[src/hsac_pkg.sv]
// Package for hop sync and channel access logic
// Assumes a single 25 MHz clock domain and synchronous active-low reset
package hsac_pkg;

    // ------------------------------------------------------------
    // Timing
    // ------------------------------------------------------------
    localparam int CLK_HZ = 25000000;
    localparam int CYC_PER_MS = CLK_HZ / 1000;

    // ------------------------------------------------------------
    // Reset values and ranges
    // ------------------------------------------------------------
    localparam logic [7:0] SYNC_MODE_RST = 8'h00;
    localparam logic [7:0] SYNC_MODE_MAX = 8'h02;
    localparam logic [15:0] FAST_TO_RST = 16'h00c8;
    localparam logic [15:0] FAST_TO_MIN = 16'h0064;
    localparam logic [15:0] FAST_TO_MAX = 16'hfde8;
    localparam logic [7:0] SNIFF_RST = 8'h0a;
    localparam logic [7:0] SNIFF_MIN = 8'h01;
    localparam logic [7:0] HOLD_RST = 8'h08;
    localparam logic [7:0] HOLD_MIN = 8'h08;
    localparam logic [7:0] CHREQ_RST = 8'h01;
    localparam logic [15:0] LOSS_RST = 16'h0200;
    localparam logic [15:0] LOSS_MIN = 16'h0001;
    localparam logic [15:0] LOSS_MAX = 16'hfffe;

    // ------------------------------------------------------------
    // Configuration register indices
    // ------------------------------------------------------------
    localparam logic [2:0] IDX_SYNC_MODE = 3'h0;
    localparam logic [2:0] IDX_FAST_TO = 3'h1;
    localparam logic [2:0] IDX_HOLD = 3'h2;
    localparam logic [2:0] IDX_SNIFF = 3'h3;
    localparam logic [2:0] IDX_CHREQ = 3'h4;
    localparam logic [2:0] IDX_LOSS = 3'h5;

    typedef enum logic [1:0] {
        HSAC_SYNC_NORMAL,
        HSAC_SYNC_QUICK_ACK,
        HSAC_SYNC_QUICK_TIMEOUT
    } hsac_sync_e;

    typedef struct packed {
        logic we;
        logic [2:0] idx;
        logic [15:0] data;
    } hsac_cfg_wr_s;

endpackage

[src/hsac_top.sv]
// Hop sync mode control, sniff window, sync loss and channel access
// Assumes hop ticks, link events and role straps come from the modem core
//
// What this block does
// - Master sync mode setting picks normal, quick-until-ack or quick-until-timeout
// - Quick sync drives the fast hop rate output
// - Mode 1 only in point-to-point; quick until Slave acknowledges
// - After ack, stay fast for hold hops, then normal
// - Mode 2 goes quick on online, normal after fast timeout
// - Fast timeout in ms, Master mode 2 only, 100 to 65000, default 200
// - Remote sniffs for configured hops after sleep expiry, 1..255, default 10
// - Sniff duration is hop count times hop interval
// - With channel request on, Remote asks; grant is exclusive until release
// - In TDMA, Master refuses requests and polls Remotes in turn
// - Slave missing sync for configured hops goes unsynced and searches
// - Sniffing Remote finding no Master returns to sleep
`timescale 1ns/1ps
`default_nettype none
module hsac_top #(
    parameter int N_REMOTES = 4,
    parameter int CYC_PER_MS = hsac_pkg::CYC_PER_MS
) (
    input wire logic core_clk_i,
    input wire logic nrst_i,
    input wire hsac_pkg::hsac_cfg_wr_s cfg_wr_i,
    output logic [15:0] cfg_rd_data_o,
    input wire logic [2:0] cfg_rd_idx_i,
    input wire logic is_master_i,
    input wire logic ptp_topology_i,
    input wire logic tdma_mode_i,
    input wire logic online_i,
    input wire logic hop_tick_i,
    input wire logic ack_rx_i,
    input wire logic sync_rx_i,
    input wire logic sleep_expired_i,
    input wire logic master_found_i,
    input wire logic [N_REMOTES-1:0] chan_req_i,
    input wire logic [N_REMOTES-1:0] chan_release_i,
    output logic fast_hop_o,
    output logic sniffing_o,
    output logic go_sleep_o,
    output logic synced_o,
    output logic searching_o,
    output logic [N_REMOTES-1:0] chan_grant_o,
    output logic [N_REMOTES-1:0] tdma_slot_o
);
    localparam int IW = $clog2(N_REMOTES) > 0 ? $clog2(N_REMOTES) : 1;

    // ------------------------------------------------------------
    // Configuration registers
    // ------------------------------------------------------------
    logic [7:0] sync_mode_reg;
    logic [15:0] fast_to_reg;
    logic [7:0] hold_reg;
    logic [7:0] sniff_reg;
    logic [7:0] chreq_reg;
    logic [15:0] loss_reg;

    wire logic [15:0] wd = cfg_wr_i.data;
    wire logic wr_sync = cfg_wr_i.we && cfg_wr_i.idx == hsac_pkg::IDX_SYNC_MODE
        && wd <= 16'(hsac_pkg::SYNC_MODE_MAX);
    wire logic wr_fast = cfg_wr_i.we && cfg_wr_i.idx == hsac_pkg::IDX_FAST_TO
        && wd >= hsac_pkg::FAST_TO_MIN && wd <= hsac_pkg::FAST_TO_MAX;
    wire logic wr_hold = cfg_wr_i.we && cfg_wr_i.idx == hsac_pkg::IDX_HOLD
        && wd >= 16'(hsac_pkg::HOLD_MIN) && wd <= 16'h00ff;
    wire logic wr_sniff = cfg_wr_i.we && cfg_wr_i.idx == hsac_pkg::IDX_SNIFF
        && wd >= 16'(hsac_pkg::SNIFF_MIN) && wd <= 16'h00ff;
    wire logic wr_chreq = cfg_wr_i.we && cfg_wr_i.idx == hsac_pkg::IDX_CHREQ
        && wd <= 16'h0001;
    wire logic wr_loss = cfg_wr_i.we && cfg_wr_i.idx == hsac_pkg::IDX_LOSS
        && wd >= hsac_pkg::LOSS_MIN && wd <= hsac_pkg::LOSS_MAX;

    always_ff @(posedge core_clk_i) begin
        if (!nrst_i) begin
            sync_mode_reg <= hsac_pkg::SYNC_MODE_RST;
            fast_to_reg <= hsac_pkg::FAST_TO_RST;
            hold_reg <= hsac_pkg::HOLD_RST;
            sniff_reg <= hsac_pkg::SNIFF_RST;
            chreq_reg <= hsac_pkg::CHREQ_RST;
            loss_reg <= hsac_pkg::LOSS_RST;
        end else begin
            if (wr_sync) sync_mode_reg <= wd[7:0];
            if (wr_fast) fast_to_reg <= wd;
            if (wr_hold) hold_reg <= wd[7:0];
            if (wr_sniff) sniff_reg <= wd[7:0];
            if (wr_chreq) chreq_reg <= wd[7:0];
            if (wr_loss) loss_reg <= wd;
        end
    end

    // Reads are combinational; data lines follow registers directly
    always_comb begin
        unique case (cfg_rd_idx_i)
            hsac_pkg::IDX_SYNC_MODE: cfg_rd_data_o = {8'h00, sync_mode_reg};
            hsac_pkg::IDX_FAST_TO: cfg_rd_data_o = fast_to_reg;
            hsac_pkg::IDX_HOLD: cfg_rd_data_o = {8'h00, hold_reg};
            hsac_pkg::IDX_SNIFF: cfg_rd_data_o = {8'h00, sniff_reg};
            hsac_pkg::IDX_CHREQ: cfg_rd_data_o = {8'h00, chreq_reg};
            hsac_pkg::IDX_LOSS: cfg_rd_data_o = loss_reg;
            default: cfg_rd_data_o = {14'h0000, synced_o, fast_hop_o};
        endcase
    end

    // ------------------------------------------------------------
    // Master sync mode
    // ------------------------------------------------------------
    typedef enum logic [2:0] {
        HSAC_OFFLINE, HSAC_NORMAL, HSAC_QUICK_WAIT_ACK, HSAC_QUICK_HOLD, HSAC_QUICK_TIMED
    } hsac_ms_e;
    hsac_ms_e ms_reg, ms_next;
    logic online_d_reg;
    logic [7:0] hold_cnt_reg;
    wire logic online_rise = online_i && !online_d_reg;
    wire logic fast_done;
    wire logic hold_end = hop_tick_i && hold_cnt_reg == 8'h01;

    hsac_ms_timer #(.CYC_PER_MS(CYC_PER_MS)) u_ms_timer (
        .core_clk_i(core_clk_i),
        .nrst_i(nrst_i),
        .start_i(online_rise && is_master_i && sync_mode_reg == 8'h02),
        .ms_i(fast_to_reg),
        .done_o(fast_done)
    );

    always_comb begin
        ms_next = ms_reg;
        unique case (ms_reg)
            HSAC_OFFLINE: if (online_rise && is_master_i) begin
                if (sync_mode_reg == 8'h01 && ptp_topology_i) ms_next = HSAC_QUICK_WAIT_ACK;
                else if (sync_mode_reg == 8'h02) ms_next = HSAC_QUICK_TIMED;
                else ms_next = HSAC_NORMAL;
            end
            HSAC_QUICK_WAIT_ACK: if (ack_rx_i) ms_next = HSAC_QUICK_HOLD;
            HSAC_QUICK_HOLD: if (hold_end) ms_next = HSAC_NORMAL;
            HSAC_QUICK_TIMED: if (fast_done) ms_next = HSAC_NORMAL;
            HSAC_NORMAL: ms_next = HSAC_NORMAL;
            default: ms_next = HSAC_OFFLINE;
        endcase
        if (!online_i) ms_next = HSAC_OFFLINE;
    end

    always_ff @(posedge core_clk_i) begin
        if (!nrst_i) begin
            ms_reg <= HSAC_OFFLINE;
            online_d_reg <= 1'b0;
            hold_cnt_reg <= 8'h00;
        end else begin
            ms_reg <= ms_next;
            online_d_reg <= online_i;
            if (ms_reg == HSAC_QUICK_WAIT_ACK && ack_rx_i) hold_cnt_reg <= hold_reg;
            else if (ms_reg == HSAC_QUICK_HOLD && hop_tick_i) hold_cnt_reg <= hold_cnt_reg - 8'h01;
        end
    end

    // Quick states all share one fast hop rate request to the hop engine
    assign fast_hop_o = ms_reg == HSAC_QUICK_WAIT_ACK || ms_reg == HSAC_QUICK_HOLD
        || ms_reg == HSAC_QUICK_TIMED;

    // ------------------------------------------------------------
    // Remote sniff window
    // ------------------------------------------------------------
    // Counting hops rather than time makes the window scale with hop interval
    wire logic sniff_exp;
    wire logic sniff_run;
    logic sleep_reg;
    hsac_hop_timer #(.W(8)) u_sniff (
        .core_clk_i(core_clk_i),
        .nrst_i(nrst_i),
        .load_i(sleep_expired_i && !is_master_i),
        .count_i(sniff_reg),
        .hop_tick_i(hop_tick_i && !master_found_i),
        .expired_o(sniff_exp),
        .running_o(sniff_run)
    );
    assign sniffing_o = sniff_run && !master_found_i;
    always_ff @(posedge core_clk_i) begin
        if (!nrst_i) sleep_reg <= 1'b0;
        else sleep_reg <= sniff_exp && !master_found_i;
    end
    assign go_sleep_o = sleep_reg;

    // ------------------------------------------------------------
    // Slave sync loss
    // ------------------------------------------------------------
    wire logic loss_exp;
    logic synced_reg;
    hsac_hop_timer #(.W(16)) u_loss (
        .core_clk_i(core_clk_i),
        .nrst_i(nrst_i),
        .load_i(sync_rx_i),
        .count_i(loss_reg),
        .hop_tick_i(hop_tick_i),
        .expired_o(loss_exp),
        .running_o()
    );
    always_ff @(posedge core_clk_i) begin
        if (!nrst_i) synced_reg <= 1'b0;
        else if (sync_rx_i) synced_reg <= 1'b1;
        else if (loss_exp) synced_reg <= 1'b0;
    end
    assign synced_o = is_master_i || synced_reg;
    assign searching_o = !is_master_i && !synced_reg;

    // ------------------------------------------------------------
    // Channel access
    // ------------------------------------------------------------
    logic [N_REMOTES-1:0] grant_reg;
    logic [IW-1:0] poll_reg;
    wire logic busy = |grant_reg;
    logic [N_REMOTES-1:0] pick;
    always_comb begin
        pick = '0;
        for (int i = N_REMOTES - 1; i >= 0; i--) begin
            if (chan_req_i[i]) pick = N_REMOTES'(1) << i;
        end
    end
    wire logic req_mode = chreq_reg[0] && !tdma_mode_i;

    always_ff @(posedge core_clk_i) begin
        if (!nrst_i) begin
            grant_reg <= '0;
            poll_reg <= '0;
        end else if (!is_master_i || !req_mode) begin
            grant_reg <= '0;
            if (is_master_i && tdma_mode_i && hop_tick_i)
                poll_reg <= (poll_reg == IW'(N_REMOTES - 1)) ? '0 : poll_reg + IW'(1);
        end else if (busy) begin
            if (|(grant_reg & chan_release_i)) grant_reg <= '0;
        end else begin
            grant_reg <= pick;
        end
    end
    assign chan_grant_o = grant_reg;
    assign tdma_slot_o = (is_master_i && tdma_mode_i) ? N_REMOTES'(1) << poll_reg : '0;
endmodule
`default_nettype wire

[src/hsac_hop_timer.sv]
// Down counter of hop ticks, used for sniff window and sync loss
// Assumes hop_tick_i is a one-cycle pulse per hop interval
`timescale 1ns/1ps
`default_nettype none
module hsac_hop_timer #(
    parameter int W = 16
) (
    input wire logic core_clk_i,
    input wire logic nrst_i,
    input wire logic load_i,
    input wire logic [W-1:0] count_i,
    input wire logic hop_tick_i,
    output logic expired_o,
    output logic running_o
);
    logic [W-1:0] cnt_reg;
    logic run_reg;
    logic exp_reg;
    wire logic last_hop = run_reg && hop_tick_i && (cnt_reg == W'(1));

    always_ff @(posedge core_clk_i) begin
        if (!nrst_i) begin
            cnt_reg <= '0;
            run_reg <= 1'b0;
            exp_reg <= 1'b0;
        end else begin
            exp_reg <= last_hop && !load_i;
            if (load_i) begin
                cnt_reg <= count_i;
                run_reg <= 1'b1;
            end else if (run_reg && hop_tick_i) begin
                cnt_reg <= cnt_reg - W'(1);
                run_reg <= !last_hop;
            end
        end
    end

    assign expired_o = exp_reg;
    assign running_o = run_reg;
endmodule
`default_nettype wire

[src/hsac_ms_timer.sv]
// Millisecond timer for the fast sync timeout
// Assumes a free-running core clock at the package rate
`timescale 1ns/1ps
`default_nettype none
module hsac_ms_timer #(
    parameter int CYC_PER_MS = hsac_pkg::CYC_PER_MS
) (
    input wire logic core_clk_i,
    input wire logic nrst_i,
    input wire logic start_i,
    input wire logic [15:0] ms_i,
    output logic done_o
);
    logic [15:0] ms_reg;
    logic [31:0] pre_reg;
    logic run_reg;
    logic done_reg;
    wire logic ms_tick = run_reg && (pre_reg == 32'(CYC_PER_MS - 1));

    always_ff @(posedge core_clk_i) begin
        if (!nrst_i) begin
            ms_reg <= '0;
            pre_reg <= '0;
            run_reg <= 1'b0;
            done_reg <= 1'b0;
        end else begin
            done_reg <= 1'b0;
            if (start_i) begin
                ms_reg <= ms_i;
                pre_reg <= '0;
                run_reg <= 1'b1;
            end else if (run_reg) begin
                pre_reg <= ms_tick ? '0 : pre_reg + 32'd1;
                if (ms_tick) begin
                    ms_reg <= ms_reg - 16'd1;
                    if (ms_reg == 16'd1) begin
                        run_reg <= 1'b0;
                        done_reg <= 1'b1;
                    end
                end
            end
        end
    end

    assign done_o = done_reg;
endmodule
`default_nettype wire

[config.mk]
export PLATFORM = sky130hd
export DESIGN_NAME = hsac_top
export DESIGN_NICKNAME = d
export VERILOG_FILES = /design/src/hsac_pkg.sv /design/src/hsac_top.sv /design/src/hsac_hop_timer.sv /design/src/hsac_ms_timer.sv
export SDC_FILE = /design/constraint.sdc
export NUM_CORES = 1
export LEC_CHECK = 0
export BUFFER_PORTS_ARGS = -buffer_cell sky130_fd_sc_hd__buf_2
export CAP_MARGIN = 10
export CORE_MARGIN = 5
export CORE_UTILIZATION = 35
export DETAILED_ROUTE_END_ITERATION = 8
export HOLD_SLACK_MARGIN = 0.12
export PLACE_DENSITY = 0.5
export SETUP_SLACK_MARGIN = 0.2
export SYNTH_ARGS = -nofsm -noshare
export SYNTH_HDL_FRONTEND = slang
export SYNTH_SLANG_ARGS = --single-unit
[constraint.sdc]
create_clock -name core_clk_i -period 3.27 [get_ports core_clk_i]
set_input_delay 0.1635 -clock core_clk_i [delete_from_list [all_inputs] [get_ports core_clk_i]]
set_output_delay 0.1635 -clock core_clk_i [all_outputs]
set_load 0.05 [all_outputs]
* After elaboration in Yosys (flattened, before gate mapping)
Cells that the tools add are included.
** Cells by class
- Bitwise operators :: 4
- Shift operators :: 1
- Div/mod/pow operators :: 0
- $mul :: 0
- Reductions and logical operators :: 70
- Add/subtract/negate cells :: 6
- $lt $le $gt $ge :: 8
- Equal/unequal tests :: 27
- Mux-type cells :: 37
** Operators with widths (count)
- $pmux W16 S6 :: 1
- $mux W16 :: 5
- $logic_and A1 B1 Y1 :: 38
- $add A32 B1 Y32 const B :: 1
- $eq A16 B1 Y1 const B :: 2
- $eq A32 B15 Y1 const B :: 1
- $le A16 B16 Y1 const B :: 2
- $mux W32 :: 1
- $mux W8 :: 4
- $sub A16 B1 Y16 const B :: 2
- $mux W4 :: 7
- $eq A8 B1 Y1 const B :: 3
- $eq A3 B2 Y1 const B :: 6
- $mux W3 :: 6
- $ge A16 B1 Y1 const B :: 1
- $ge A16 B4 Y1 const B :: 1
- $ge A16 B7 Y1 const B :: 1
- $le A16 B1 Y1 const B :: 1
- $le A16 B2 Y1 const B :: 1
- $le A16 B8 Y1 const B :: 1
- $sub A8 B1 Y8 const B :: 2
- $eq A3 B3 Y1 const B :: 5
- $pmux W3 S5 :: 1
- $reduce_bool A2 Y1 :: 6
- other kinds (18) :: 54
** Word-level totals
- Output and inout bits :: 29
- RAM bits :: 0
- Memories kept :: 0
- Bits in latches :: 0
- Bits of input ports :: 42
- Logic and storage cells :: 176
- Bits in registers :: 162
- ROM bits :: 0

* Logic depth before layout (Yosys ltp)
Gate-level depths: netlist of the first run.
- Depth in word-level cells :: 7
- Depth in mapped cells :: 8
- Gate-level depth less buffers :: 7

* Cells and area by module
From an unflattened synthesis of the first run, not the netlist that was laid out.
** Unflattened totals
- Cell total of the unflattened synthesis :: 979
- Area total of the unflattened synthesis :: 8310.5 um^2
** By module, submodules not included
- hsac_top :: area an instance 4172.8 um^2, cells each 486, times used 1, sequential area each 1681.6 um^2
- hsac_ms_timer :: area an instance 2543.7 um^2, cells each 311, times used 1, sequential area each 1001.0 um^2
- hsac_hop_timer (u_loss) :: area an instance 1059.8 um^2, cells each 120, times used 1, sequential area each 360.3 um^2
- hsac_hop_timer (u_sniff) :: area an instance 534.3 um^2, cells each 62, times used 1, sequential area each 200.2 um^2

* Least setup slack after synthesis of the first run
Ideal clock, no wire load.
- Path type :: reg2out
- Start :: register ms_reg[1]
- End :: output port cfg_rd_data_o[0]
- Slack :: 0.921 ns
- Buffers on the path :: 1
- Stages on the path, launching flop included :: 6
- Data required time :: 3.107 ns
- Data arrival time :: 2.185 ns
- Path through :: dfxtp_1 > clkbuf_1 > nor2_1 > mux2_2 > a21oi_1 > o21ai_0
** Between the ends
- Longest elaborated chain between the ends :: 4
- Elaborated cells on any way between the ends :: 6
- Classes of those cells :: eq/ne (3); mux (1); reduce/logical (2)
** Ends and longest elaborated chain
- from (decl) :: RTL line hsac_top.sv:110 : hsac_ms_e ms_reg, ms_next;
- from (signal assigned) :: RTL line hsac_top.sv:148 : ms_reg <= ms_next;
- $eq A3 B2 Y1 :: RTL line hsac_top.sv:156 : assign fast_hop_o = ms_reg == HSAC_QUICK_WAIT_ACK || ms_reg == HSAC_QUICK_HOLD
- $logic_or A1 B1 Y1 :: RTL line hsac_top.sv:156
- $logic_or A1 B1 Y1 (*) :: RTL line hsac_top.sv:157 : || ms_reg == HSAC_QUICK_TIMED;
- net fast_hop_o :: RTL line hsac_top.sv:39 : output logic fast_hop_o,
- $pmux W16 S6 (*) :: RTL line hsac_top.sv:93 : unique case (cfg_rd_idx_i)
- to (decl) :: RTL line hsac_top.sv:26 : output logic [15:0] cfg_rd_data_o,
Mark *: on every way through the listed nets, which the timed path passes. The rest lies on a longest branch.

* Worst setup path in the final report of the first run
- Start :: input port cfg_wr_i[5] (netlist bit)
- End :: register chreq_reg[0]
** Between the ends
- Longest elaborated chain between the ends :: 2
** Ends and longest elaborated chain
- from (decl) :: RTL line hsac_top.sv:25 : input wire hsac_pkg::hsac_cfg_wr_s cfg_wr_i,
- $le A16 B1 Y1 :: RTL line hsac_top.sv:69 : && wd <= 16'h0001;
- $logic_and A1 B1 Y1 :: RTL line hsac_top.sv:69
- to (signal assigned) :: RTL line hsac_top.sv:79 : chreq_reg <= hsac_pkg::CHREQ_RST;
- to (signal assigned) :: RTL line hsac_top.sv:86 : if (wr_chreq) chreq_reg <= wd[7:0];
- to (decl) :: RTL line hsac_top.sv:56 : logic [7:0] chreq_reg;
No other way between the ends.
A chain may end at the register's enable or synchronous reset.

==> run metrics, run 1 <==
outcome finished clean; Switching Share 26.5%; Cells after Synth 946; met1 Use GR 24.7%; Post-CTS Setup Bufs 0; clk buf depth 2; Comb pwr share 8.4%; total track usage 17.0%; Initial Util 35.2%; EDFF count, synth 0; DP Area 0.00876 sq mm; Final Max Tran Viols 0; Final Hold Fails 0; hold_ws 0.140 ns; crit path max fanout 8; Setup CP Type in -> reg; Final Core Density 41.1%; highest clock rate 387 MHz; sw power 1.14 mW; max FFs per register 32; routed via count 6924; Hold Path Depth 3; root buffer cell clkbuf_16; gr busiest metal met2; number of global-route vias before repair 6630; max-cap violations 0; Hold Crit Class in -> reg; asr flop ratio synth 0%; Yosys warning total 0; predominant post-synthesis flop cell dfxtp_1; die area 0.0265 sq mm; Overflow after GRT 0; DRC Markers 0; CTS Sinks 162; global-route wire length before repair 36100 um; I/O Pins 71; Final nets 1066; Final WS setup 0.686 ns; layout cells sized above 1 14.6%; #FFs+latches synth 162; antenna viol nets, final 0; DP HPWL 15600 um; GR Util met3 2.81%; routability-driven placement congestion ratio 0.775; Worst EP required 3.58 ns; Layout Area Growth over Synthesis 16.7%; Die Width 163 um; sequential-to-total area share from yosys stat 39.6%; Mapped Area 0.00819 sq mm; Vias/cell 5.15; type of origin of the critical path input pin; Worst-Margin Slew 1.06 ns; Design Area, Final 0.00955 sq mm; cell internal pwr 3.15 mW; # setup viols final 0; Tot Pwr 4.29 mW; reg2reg path depth 6; PD cells 449 mW/mm^2; CTS tree yes; critical path capture point type flop; final wirelength 21900 um; Reg power frac 47.4%; Tcrit/Tclk final 79.0%; global routing usage on met2 26.3%; peak supply drop 0.280 mV; dpl ws 0.820 ns; Finished Layout Cells 1344; syn_nets 1001; Leakage 3.70 nW; Core Footprint 0.0233 sq mm; Starting DRT DRC Count 389; Routed wire per std cell 16.3 um; CTS buffer count 17; synth unique cells 73; mean post-synth cell area 8.65 sq um; latest clock arrival within the worst-skew pair 0.43 ns; Row Count 56; post-cts resize count 0; RSZ-0062 raised after global routing false; initial antenna violation count 0; crit path DAT 2.89 ns; clock share of power 44.2%; Clock Skew 0.0124 ns; CTS H-Tree Depth 4; Placed Cells 1287; height of the die 163 um; I/O Buffers 70; Total Neg Setup Slack 0 ns; largest net degree at the start of global routing 50; CTS clk-pin slew, worst paths 0.07 ns; drt first pass iters 4; Slew headroom 29.0%; Tmin final 2.58 ns
-- critical path, stage by stage --
cell and delay [ns]:
dlygate4sd3_1 0.54, buf_2 0.20, or4_4 0.55, or4_4 0.46, or4_1 0.69, mux2i_1 0.22, nand2_1 0.06
-- repair_timing --
item                       CTS  global route
setup endpoints to repair    0             0
hold buffers                24             0
hold endpoints to repair    40             0
-- cell families after synthesis --
kind of cell	count (synthesis)	share of synthesized area, %
compound gates	116	9.60
xor+xnor	54	5.78
fa+ha+maj	13	1.99
buf+inv	85	4.43
flops	162	39.6
mux	86	11.2
simple gates	430	27.3
-- layer usage --
metal	up-vias	part of all wire, %
li1	3536	-
met1	3248	52
met2	122	44
met3	18	3.3
met4	0	1.0
met5	-	0
-- synth_stat cells (4+ instances only) --
cell      count  area, sq um
buf_1         4         15.0
dfxtp_1     162         3240
nor4_1       35          219
buf_2         6         30.0
o21ai_0      20          100
or2_2         7         43.8
xnor2_1      34          298
mux2i_1      74          741
a31oi_1       5         31.3
a211oi_1     10         75.1
nor3_1       19         95.1
nand3b_1      6         45.0
inv_1        26         97.6
a21oi_1      29          145
or4_1        17          128
a22oi_1       7         52.6
or3_1        14         87.6
o211ai_1      7         52.6
and2_1        8         50.1
nand3_1      31          155
ha_1         13          163
clkbuf_1     43          161
and3_1       20          125
mux4_2        4         90.1
mux2_2        8         90.1
nand2b_1      8         50.1
and4_1        7         61.3
xor2_1       20          175
nand4b_1      7         61.3
nor2_1      127          477
nand4_1      16          100
nand2_1      81          304
o22ai_1       6         37.5
nor3b_1       4         30.0
-- cell type report --
| cell class | instances | area, sq um |
|---|---|---|
| flip-flops and latches | 162 | 3240 |
| fillers | 2425 | 13700 |
| multi-input cells | 699 | 4590 |
| clock buffers | 18 | 439 |
| clock inverters | 14 | 116 |
| well taps | 319 | 399 |
| repair buffers | 104 | 666 |
| diodes | 1 | 2.50 |
| inverters | 27 | 101 |
-- placed cells by master, fill, tap and decap left out, types with 10 or more instances in the layout --
cell           Yosys  layout
nand3_1           31      31
nand4_1           16      16
inv_1             26      26
dfxtp_1          162     162
buf_2              6      70
and3_1            20      20
mux2i_1           74      74
nand2_1           81      81
a21oi_1           29      29
xor2_1            20      20
ha_1              13      13
a211oi_1          10      10
nor4_1            35      34
nor3_1            19      19
nor2_1           127     127
clkbuf_16          0      17
or4_1             17      17
xnor2_1           34      34
buf_4              1      10
dlygate4sd3_1      0      24
o21ai_0           20      20
or3_1             14      14
-- path summary, 6_finish.rpt --
check | startpoint | end | slack [ns]
worst min-delay path | cfg_wr_i[0] | fast_to_reg[0] | 0.14
worst min register to register | u_sniff.expired_o | go_sleep_o | 0.46
worst max register to register | u_ms_timer.pre_reg[0] | u_ms_timer.ms_reg[14] | 0.83
worst max-delay path | cfg_wr_i[5] | chreq_reg[0] | 0.69
-- power by group through the flow --
stage,sequential (mW),clock [mW],combinational [mW]
after floorplan,2.07,0,0.235
after global placement,2.08,0,0.339
after detailed placement,2.08,0,0.339
after CTS,2.03,1.96,0.363
after global routing,2.04,2.04,0.400
final,2.03,1.90,0.360
Note: power is estimated with default switching activity, not from simulation.
==> run 2: changes to the inputs <==
ABC_AREA = 1   (was not set)
PLACE_DENSITY = 0.49   (was 0.5)
clock period = 2.5 ns   (was 3.27 ns; I/O delays follow)
==> run metrics, run 2 <==
outcome finished clean (unchanged); global-route wire length before repair 47000 um (was 36100 um); initial antenna violation count 0 (unchanged); mean post-synth cell area 6.37 sq um (was 8.65 sq um); top cell type's share of synthesized area 35.2% (was 39.6%); syn_nets 1500 (was 1001); Worst EP required 2.87 ns (was 3.58 ns); DRC Markers 0 (unchanged); crit path DAT 2.52 ns (was 2.89 ns); Design Area, Final 0.0109 sq mm (was 0.00955 sq mm); Mapped Area 0.00920 sq mm (was 0.00819 sq mm); Finished Layout Cells 1889 (was 1344); Cells after Synth 1445 (was 946); DP HPWL 21700 um (was 15600 um); Overflow after GRT 0 (unchanged); Starting DRT DRC Count 712 (was 389); latest clock arrival within the worst-skew pair 0.43 ns (about the same); peak supply drop 0.369 mV (was 0.280 mV); Final nets 1596 (was 1066); commonest cells after routing, fill and taps aside nand2_1 (357), inv_1 (190), nor2_1 (183) (was dfxtp_1 (162), nor2_1 (127), nand2_1 (81)); predominant post-synthesis flop cell dfxtp_1 (unchanged); Leakage 4.69 nW (was 3.70 nW); drt first pass iters 5 (was 4); RSZ-0062 raised after global routing false (unchanged); I/O Pins 71 (unchanged); Total Neg Setup Slack 0 ns (unchanged); CTS H-Tree Depth 4 (unchanged); EDFF count, synth 0 (unchanged); Die Width 172 um (was 163 um); type of origin of the critical path flop (was input pin); Tmin final 2.14 ns; Hold Crit Class in -> reg (unchanged); ranking of synthesized cells by area dfxtp_1 (35%), nand2_1 (15%), nand3_1 (7.9%) (was dfxtp_1 (40%), mux2i_1 (9.0%), nor2_1 (5.8%)); #FFs+latches synth 162 (unchanged); Ant. Diodes 0 (was 1); Routed wire per std cell 15.3 um (was 16.3 um); CTS Sinks 162 (unchanged); Filler cells 2886 (was 2425); CTS buffer count 17 (unchanged); DP Area 0.00987 sq mm (was 0.00876 sq mm); clk buf depth 2 (unchanged); routability-driven placement congestion ratio 0.843 (was 0.775); highest clock rate 466 MHz; top cell type by total area after synthesis dfxtp_1 (unchanged); I/O Buffers 70 (unchanged); asr flop ratio synth 0% (unchanged); final wirelength 29000 um (was 21900 um); Tcrit/Tclk final 85.8%; total track usage 19.9% (was 17.0%); height of the die 172 um (was 163 um); synth unique cells 44 (was 73); commonest cells in the netlist nand2_1 (357), inv_1 (190), nor2_1 (185), dfxtp_1 (162), nand3_1 (146) (was dfxtp_1 (162), nor2_1 (127), nand2_1 (81), mux2i_1 (74), clkbuf_1 (43)); Final Max Tran Viols 0 (unchanged); layout cells sized above 1 9.78% (was 14.6%); antenna viol nets, final 0 (unchanged); largest net degree at the start of global routing 71 (was 50); Worst-Margin Slew 0.800 ns (was 1.06 ns); PD cells 543 mW/mm^2 (was 449 mW/mm^2); root buffer cell clkbuf_16 (unchanged); Initial Util 35.4% (was 35.2%); Row Count 59 (was 56); CTS clk-pin slew, worst paths 0.07 ns (about the same); # setup viols final 0 (unchanged); Setup CP Type reg -> reg (was in -> reg); Vias/cell 4.99 (was 5.15); crit path max fanout 5 (was 8); sequential-to-total area share from yosys stat 35.2% (was 39.6%); die area 0.0296 sq mm (was 0.0265 sq mm); Core Footprint 0.0260 sq mm (was 0.0233 sq mm); Post-CTS Setup Bufs 0 (unchanged); critical path capture point type flop (unchanged); routed via count 9426 (was 6924); Final Hold Fails 0 (unchanged); Layout Area Growth over Synthesis 18.0% (was 16.7%); number of global-route vias before repair 8794 (was 6630); max-cap violations 0 (unchanged); Placed Cells 1820 (was 1287); most common cell after layout, fill and taps aside nand2_1 (was dfxtp_1); Slew headroom 46.4% (was 29.0%); Clock Skew 0.0106 ns (was 0.0124 ns); Yosys warning total 0 (unchanged); CTS tree yes (unchanged); Tot Pwr 5.90 mW (was 4.29 mW); max FFs per register 32 (unchanged); most common cell in the netlist nand2_1 (was dfxtp_1)
==> run 2: report_power, final <==
group / switching [mW] / internal [mW]
clock: 1.20 / 1.46
sequential: 0.0297 / 2.62
combinational: 0.391 / 0.188
total: 1.63 / 4.27
==> run 2: path summary, 6_finish.rpt <==
path / startpoint / to / slack, ns / cells after the start
min reg2reg: u_sniff.expired_o / go_sleep_o / 0.42 / 2
max reg2reg: chan_grant_o[0] / chan_grant_o[2] / 0.36 / 7
min: is_master_i / poll_reg[1] / 0.13 / 3
max: chan_grant_o[0] / chan_grant_o[2] / 0.36 / 7
==> run 2: per-stage QoR <==
step / hold WS, ns / util, % / setup slack [ns]
after floorplan: 0.197 / - / 0.224
after global placement: 0.314 / 38.0 / 0.600
after detailed placement: 0.311 / 38.0 / 0.595
after CTS: 0.126 / 41.7 / 0.261
after global routing: 0.161 / 41.8 / 0.205
final: 0.133 / 41.8 / 0.355
==> run 2: logic make-up (layout without fill, tap and decap cells) <==
| group | Yosys count | count (layout) | synth area share, % |
|---|---|---|---|
| buf+inv | 241 | 350 | 10.4 |
| simple gates | 788 | 788 | 37.0 |
| compound gates | 218 | 218 | 13.3 |
| fa+ha+maj | 13 | 13 | 1.77 |
| xor+xnor | 23 | 23 | 2.19 |
| flops | 162 | 162 | 35.2 |
==> run 2: per-layer routing <==
| metal | wire length [um] | global-route usage (%) |
|---|---|---|
| met1 | 15400 | 30.7 |
| met2 | 12000 | 29.2 |
| met3 | 1190 | 2.45 |
| met4 | 436 | 5.26 |
| met5 | 0 | 0 |
==> run 2: layout make-up <==
| class | instances | area, sq um | share of cell area, % |
|---|---|---|---|
| Clock inverter | 13 | 138 | 1.27 |
| Sequential cell | 162 | 3240 | 29.9 |
| Multi-Input combinational cell | 1042 | 5020 | 46.2 |
| Tap cell | 335 | 419 | 3.86 |
| Inverter | 196 | 736 | 6.78 |
| Clock buffer | 19 | 453 | 4.17 |
| Timing Repair Buffer | 122 | 846 | 7.79 |
==> run 2: worst max-delay path, cell delays in order (launching register included) <==
cell and delay (ns):
dfxtp_1 0.34, nor2_2 0.18, nand3_4 0.12, nor2_4 0.12, nand3b_1 0.07, dlygate4sd3_1 0.55, a21oi_1 0.15, dlygate4sd3_1 0.56
==> run 2: repair_timing <==
item / in CTS / in global routing
setup endpoints to repair: 0 / 3
hold buffers: 37 / 0
endpoints found under the hold margin: 54 / 0
resized for setup: 0 / 5
==> run 3: changes to the inputs <==
ABC_AREA = not set   (was 1)
MAX_ROUTING_LAYER = met4   (was not set)
PLACE_DENSITY = 0.5   (was 0.49)
==> run metrics, run 3 (synthesized netlist as in run 1, its figures left out) <==
hold_ws 0.102 ns (was 0.133 ns); initial antenna violation count 1 (was 0); global routing usage on met2 27.1% (was 29.2%); Tmin final 2.28 ns (was 2.14 ns); highest clock rate 438 MHz (was 466 MHz); Switching Share 27.0% (was 27.6%); CTS tree yes (unchanged); crit path DAT 2.65 ns (was 2.52 ns); Tot Pwr 5.80 mW (was 5.90 mW); Final Max Tran Viols 0 (unchanged); Tcrit/Tclk final 91.4% (was 85.8%); latest clock arrival within the worst-skew pair 0.43 ns (about the same); Setup CP Type reg -> reg (unchanged); type of origin of the critical path flop (unchanged); Reg power frac 45.8% (was 45.0%); routability-driven placement congestion ratio 0.830 (was 0.843); Initial Util 35.2% (was 35.4%); Layout Area Growth over Synthesis 20.0% (was 18.0%); layout cells sized above 1 17.6% (was 9.78%); Overflow after GRT 0 (unchanged); CTS Sinks 162 (unchanged); antenna viol nets, final 0 (unchanged); Final nets 1087 (was 1596); dpl ws 0.134 ns (was 0.595 ns); Leakage 3.85 nW (was 4.69 nW); GR Util met3 2.48% (was 2.45%); Row Count 56 (was 59); RSZ-0062 raised after global routing true (was false); drt first pass iters 5 (unchanged); Core Footprint 0.0233 sq mm (was 0.0260 sq mm); Hold Crit Class in -> reg (unchanged); met1 Use GR 24.7% (was 30.7%); CTS clk-pin slew, worst paths 0.06 ns (was 0.07 ns); Final WS setup 0.215 ns (was 0.355 ns); peak supply drop 0.305 mV (was 0.369 mV); max-cap violations 0 (unchanged); largest net degree at the start of global routing 49 (was 71); Comb pwr share 8.4% (was 9.8%); PD cells 590 mW/mm^2 (was 543 mW/mm^2); gr busiest metal met2 (was met1); global-route wire length before repair 36500 um (was 47000 um); commonest cells after routing, fill and taps aside dfxtp_1 (159), nor2_1 (127), nand2_1 (81) (was nand2_1 (357), inv_1 (190), nor2_1 (183)); I/O Buffers 70 (unchanged); routed via count 7066 (was 9426); outcome finished clean (unchanged); Ant. Diodes 0 (unchanged); Final Core Density 42.2% (was 41.8%); clock share of power 45.8% (was 45.2%); final wirelength 22700 um (was 29000 um); CTS buffer count 17 (unchanged); most common cell after layout, fill and taps aside dfxtp_1 (was nand2_1); DP HPWL 16200 um (was 21700 um); number of global-route vias before repair 6752 (was 8794); Starting DRT DRC Count 361 (was 712); critical path capture point type flop (unchanged); sw power 1.57 mW (was 1.63 mW); # setup viols final 0 (unchanged); max FFs per register 32 (unchanged); Clock Skew 0.0160 ns (was 0.0106 ns); Die Width 163 um (was 172 um); die area 0.0265 sq mm (was 0.0296 sq mm); total track usage 17.7% (was 19.9%); Routed wire per std cell 16.7 um (was 15.3 um); Final Hold Fails 0 (unchanged); Vias/cell 5.18 (was 4.99); crit path max fanout 6 (was 5); I/O Pins 71 (unchanged); height of the die 163 um (was 172 um); Slew headroom 49.4% (was 46.4%); clk buf depth 2 (unchanged); DRC Markers 0 (unchanged); CTS H-Tree Depth 4 (unchanged); Worst EP required 2.87 ns (about the same); Total Neg Setup Slack 0 ns (unchanged); root buffer cell clkbuf_16 (unchanged); Worst-Margin Slew 0.759 ns (was 0.800 ns); cell internal pwr 4.23 mW (was 4.27 mW)
run 3: routing by layer:
layer  vias to the layer above  part of all wire (%)
li1                       3576                     -
met4                         0                  0.93
met1                      3366                    50
met5                         -                     0
met3                        14                   3.0
met2                       110                    46
run 3: area by class of cell:
cell class	count	area, sq um
clock buffer	18	429
clock inverter	14	158
fill	2402	13400
inverter	27	101
multi-input combinational	699	4640
sequential	162	3250
tap	319	399
timing repair buffer	125	855
run 3: power by group through the flow:
stage	Sequential, mW	Clock [mW]	Combinational [mW]
6_report	2.66	2.66	0.486
3_3_place_gp	2.72	0	0.451
4_1_cts	2.66	2.73	0.481
5_1_grt	2.66	2.84	0.534
2_1_floorplan	2.71	0	0.308
3_5_place_dp	2.72	0	0.451
run 3: repair_timing:
action / 4_1_cts / 5_1_grt
endpoints found under the hold margin: 48 / 0
gates cloned: 0 / 1
setup endpoints to repair: 2 / 71
gates resized for setup: 1 / 15
pin swaps: 0 / 0
hold buffers: 23 / 0
setup buffers: 0 / 1
run 3: final timing paths:
path	cells past startpoint	slack [ns]	from	end
worst max-delay path	5	0.22	u_ms_timer.ms_reg[3]	u_ms_timer.ms_reg[14]
worst min-delay path	4	0.10	chan_release_i[3]	chan_grant_o[3]
worst max register to register	5	0.22	u_ms_timer.ms_reg[3]	u_ms_timer.ms_reg[14]
worst min register to register	1	0.47	u_sniff.expired_o	go_sleep_o
run 3: stage by stage:
step / instances / area [sq um]
detailed placement: 1307 / 8920
finish: 1364 / 9830
CTS: 1362 / 9740
floorplan: 946 / 8190
global placement: 1307 / 8920
global route: 1364 / 9830
run 3: critical path, cell delays in order, from the launching register on:
cell	delay, ns
dfxtp_2	0.35
or4_4	0.53
or3_1	0.33
or4_4	0.47
or4_1	0.48
nand3_1	0.07
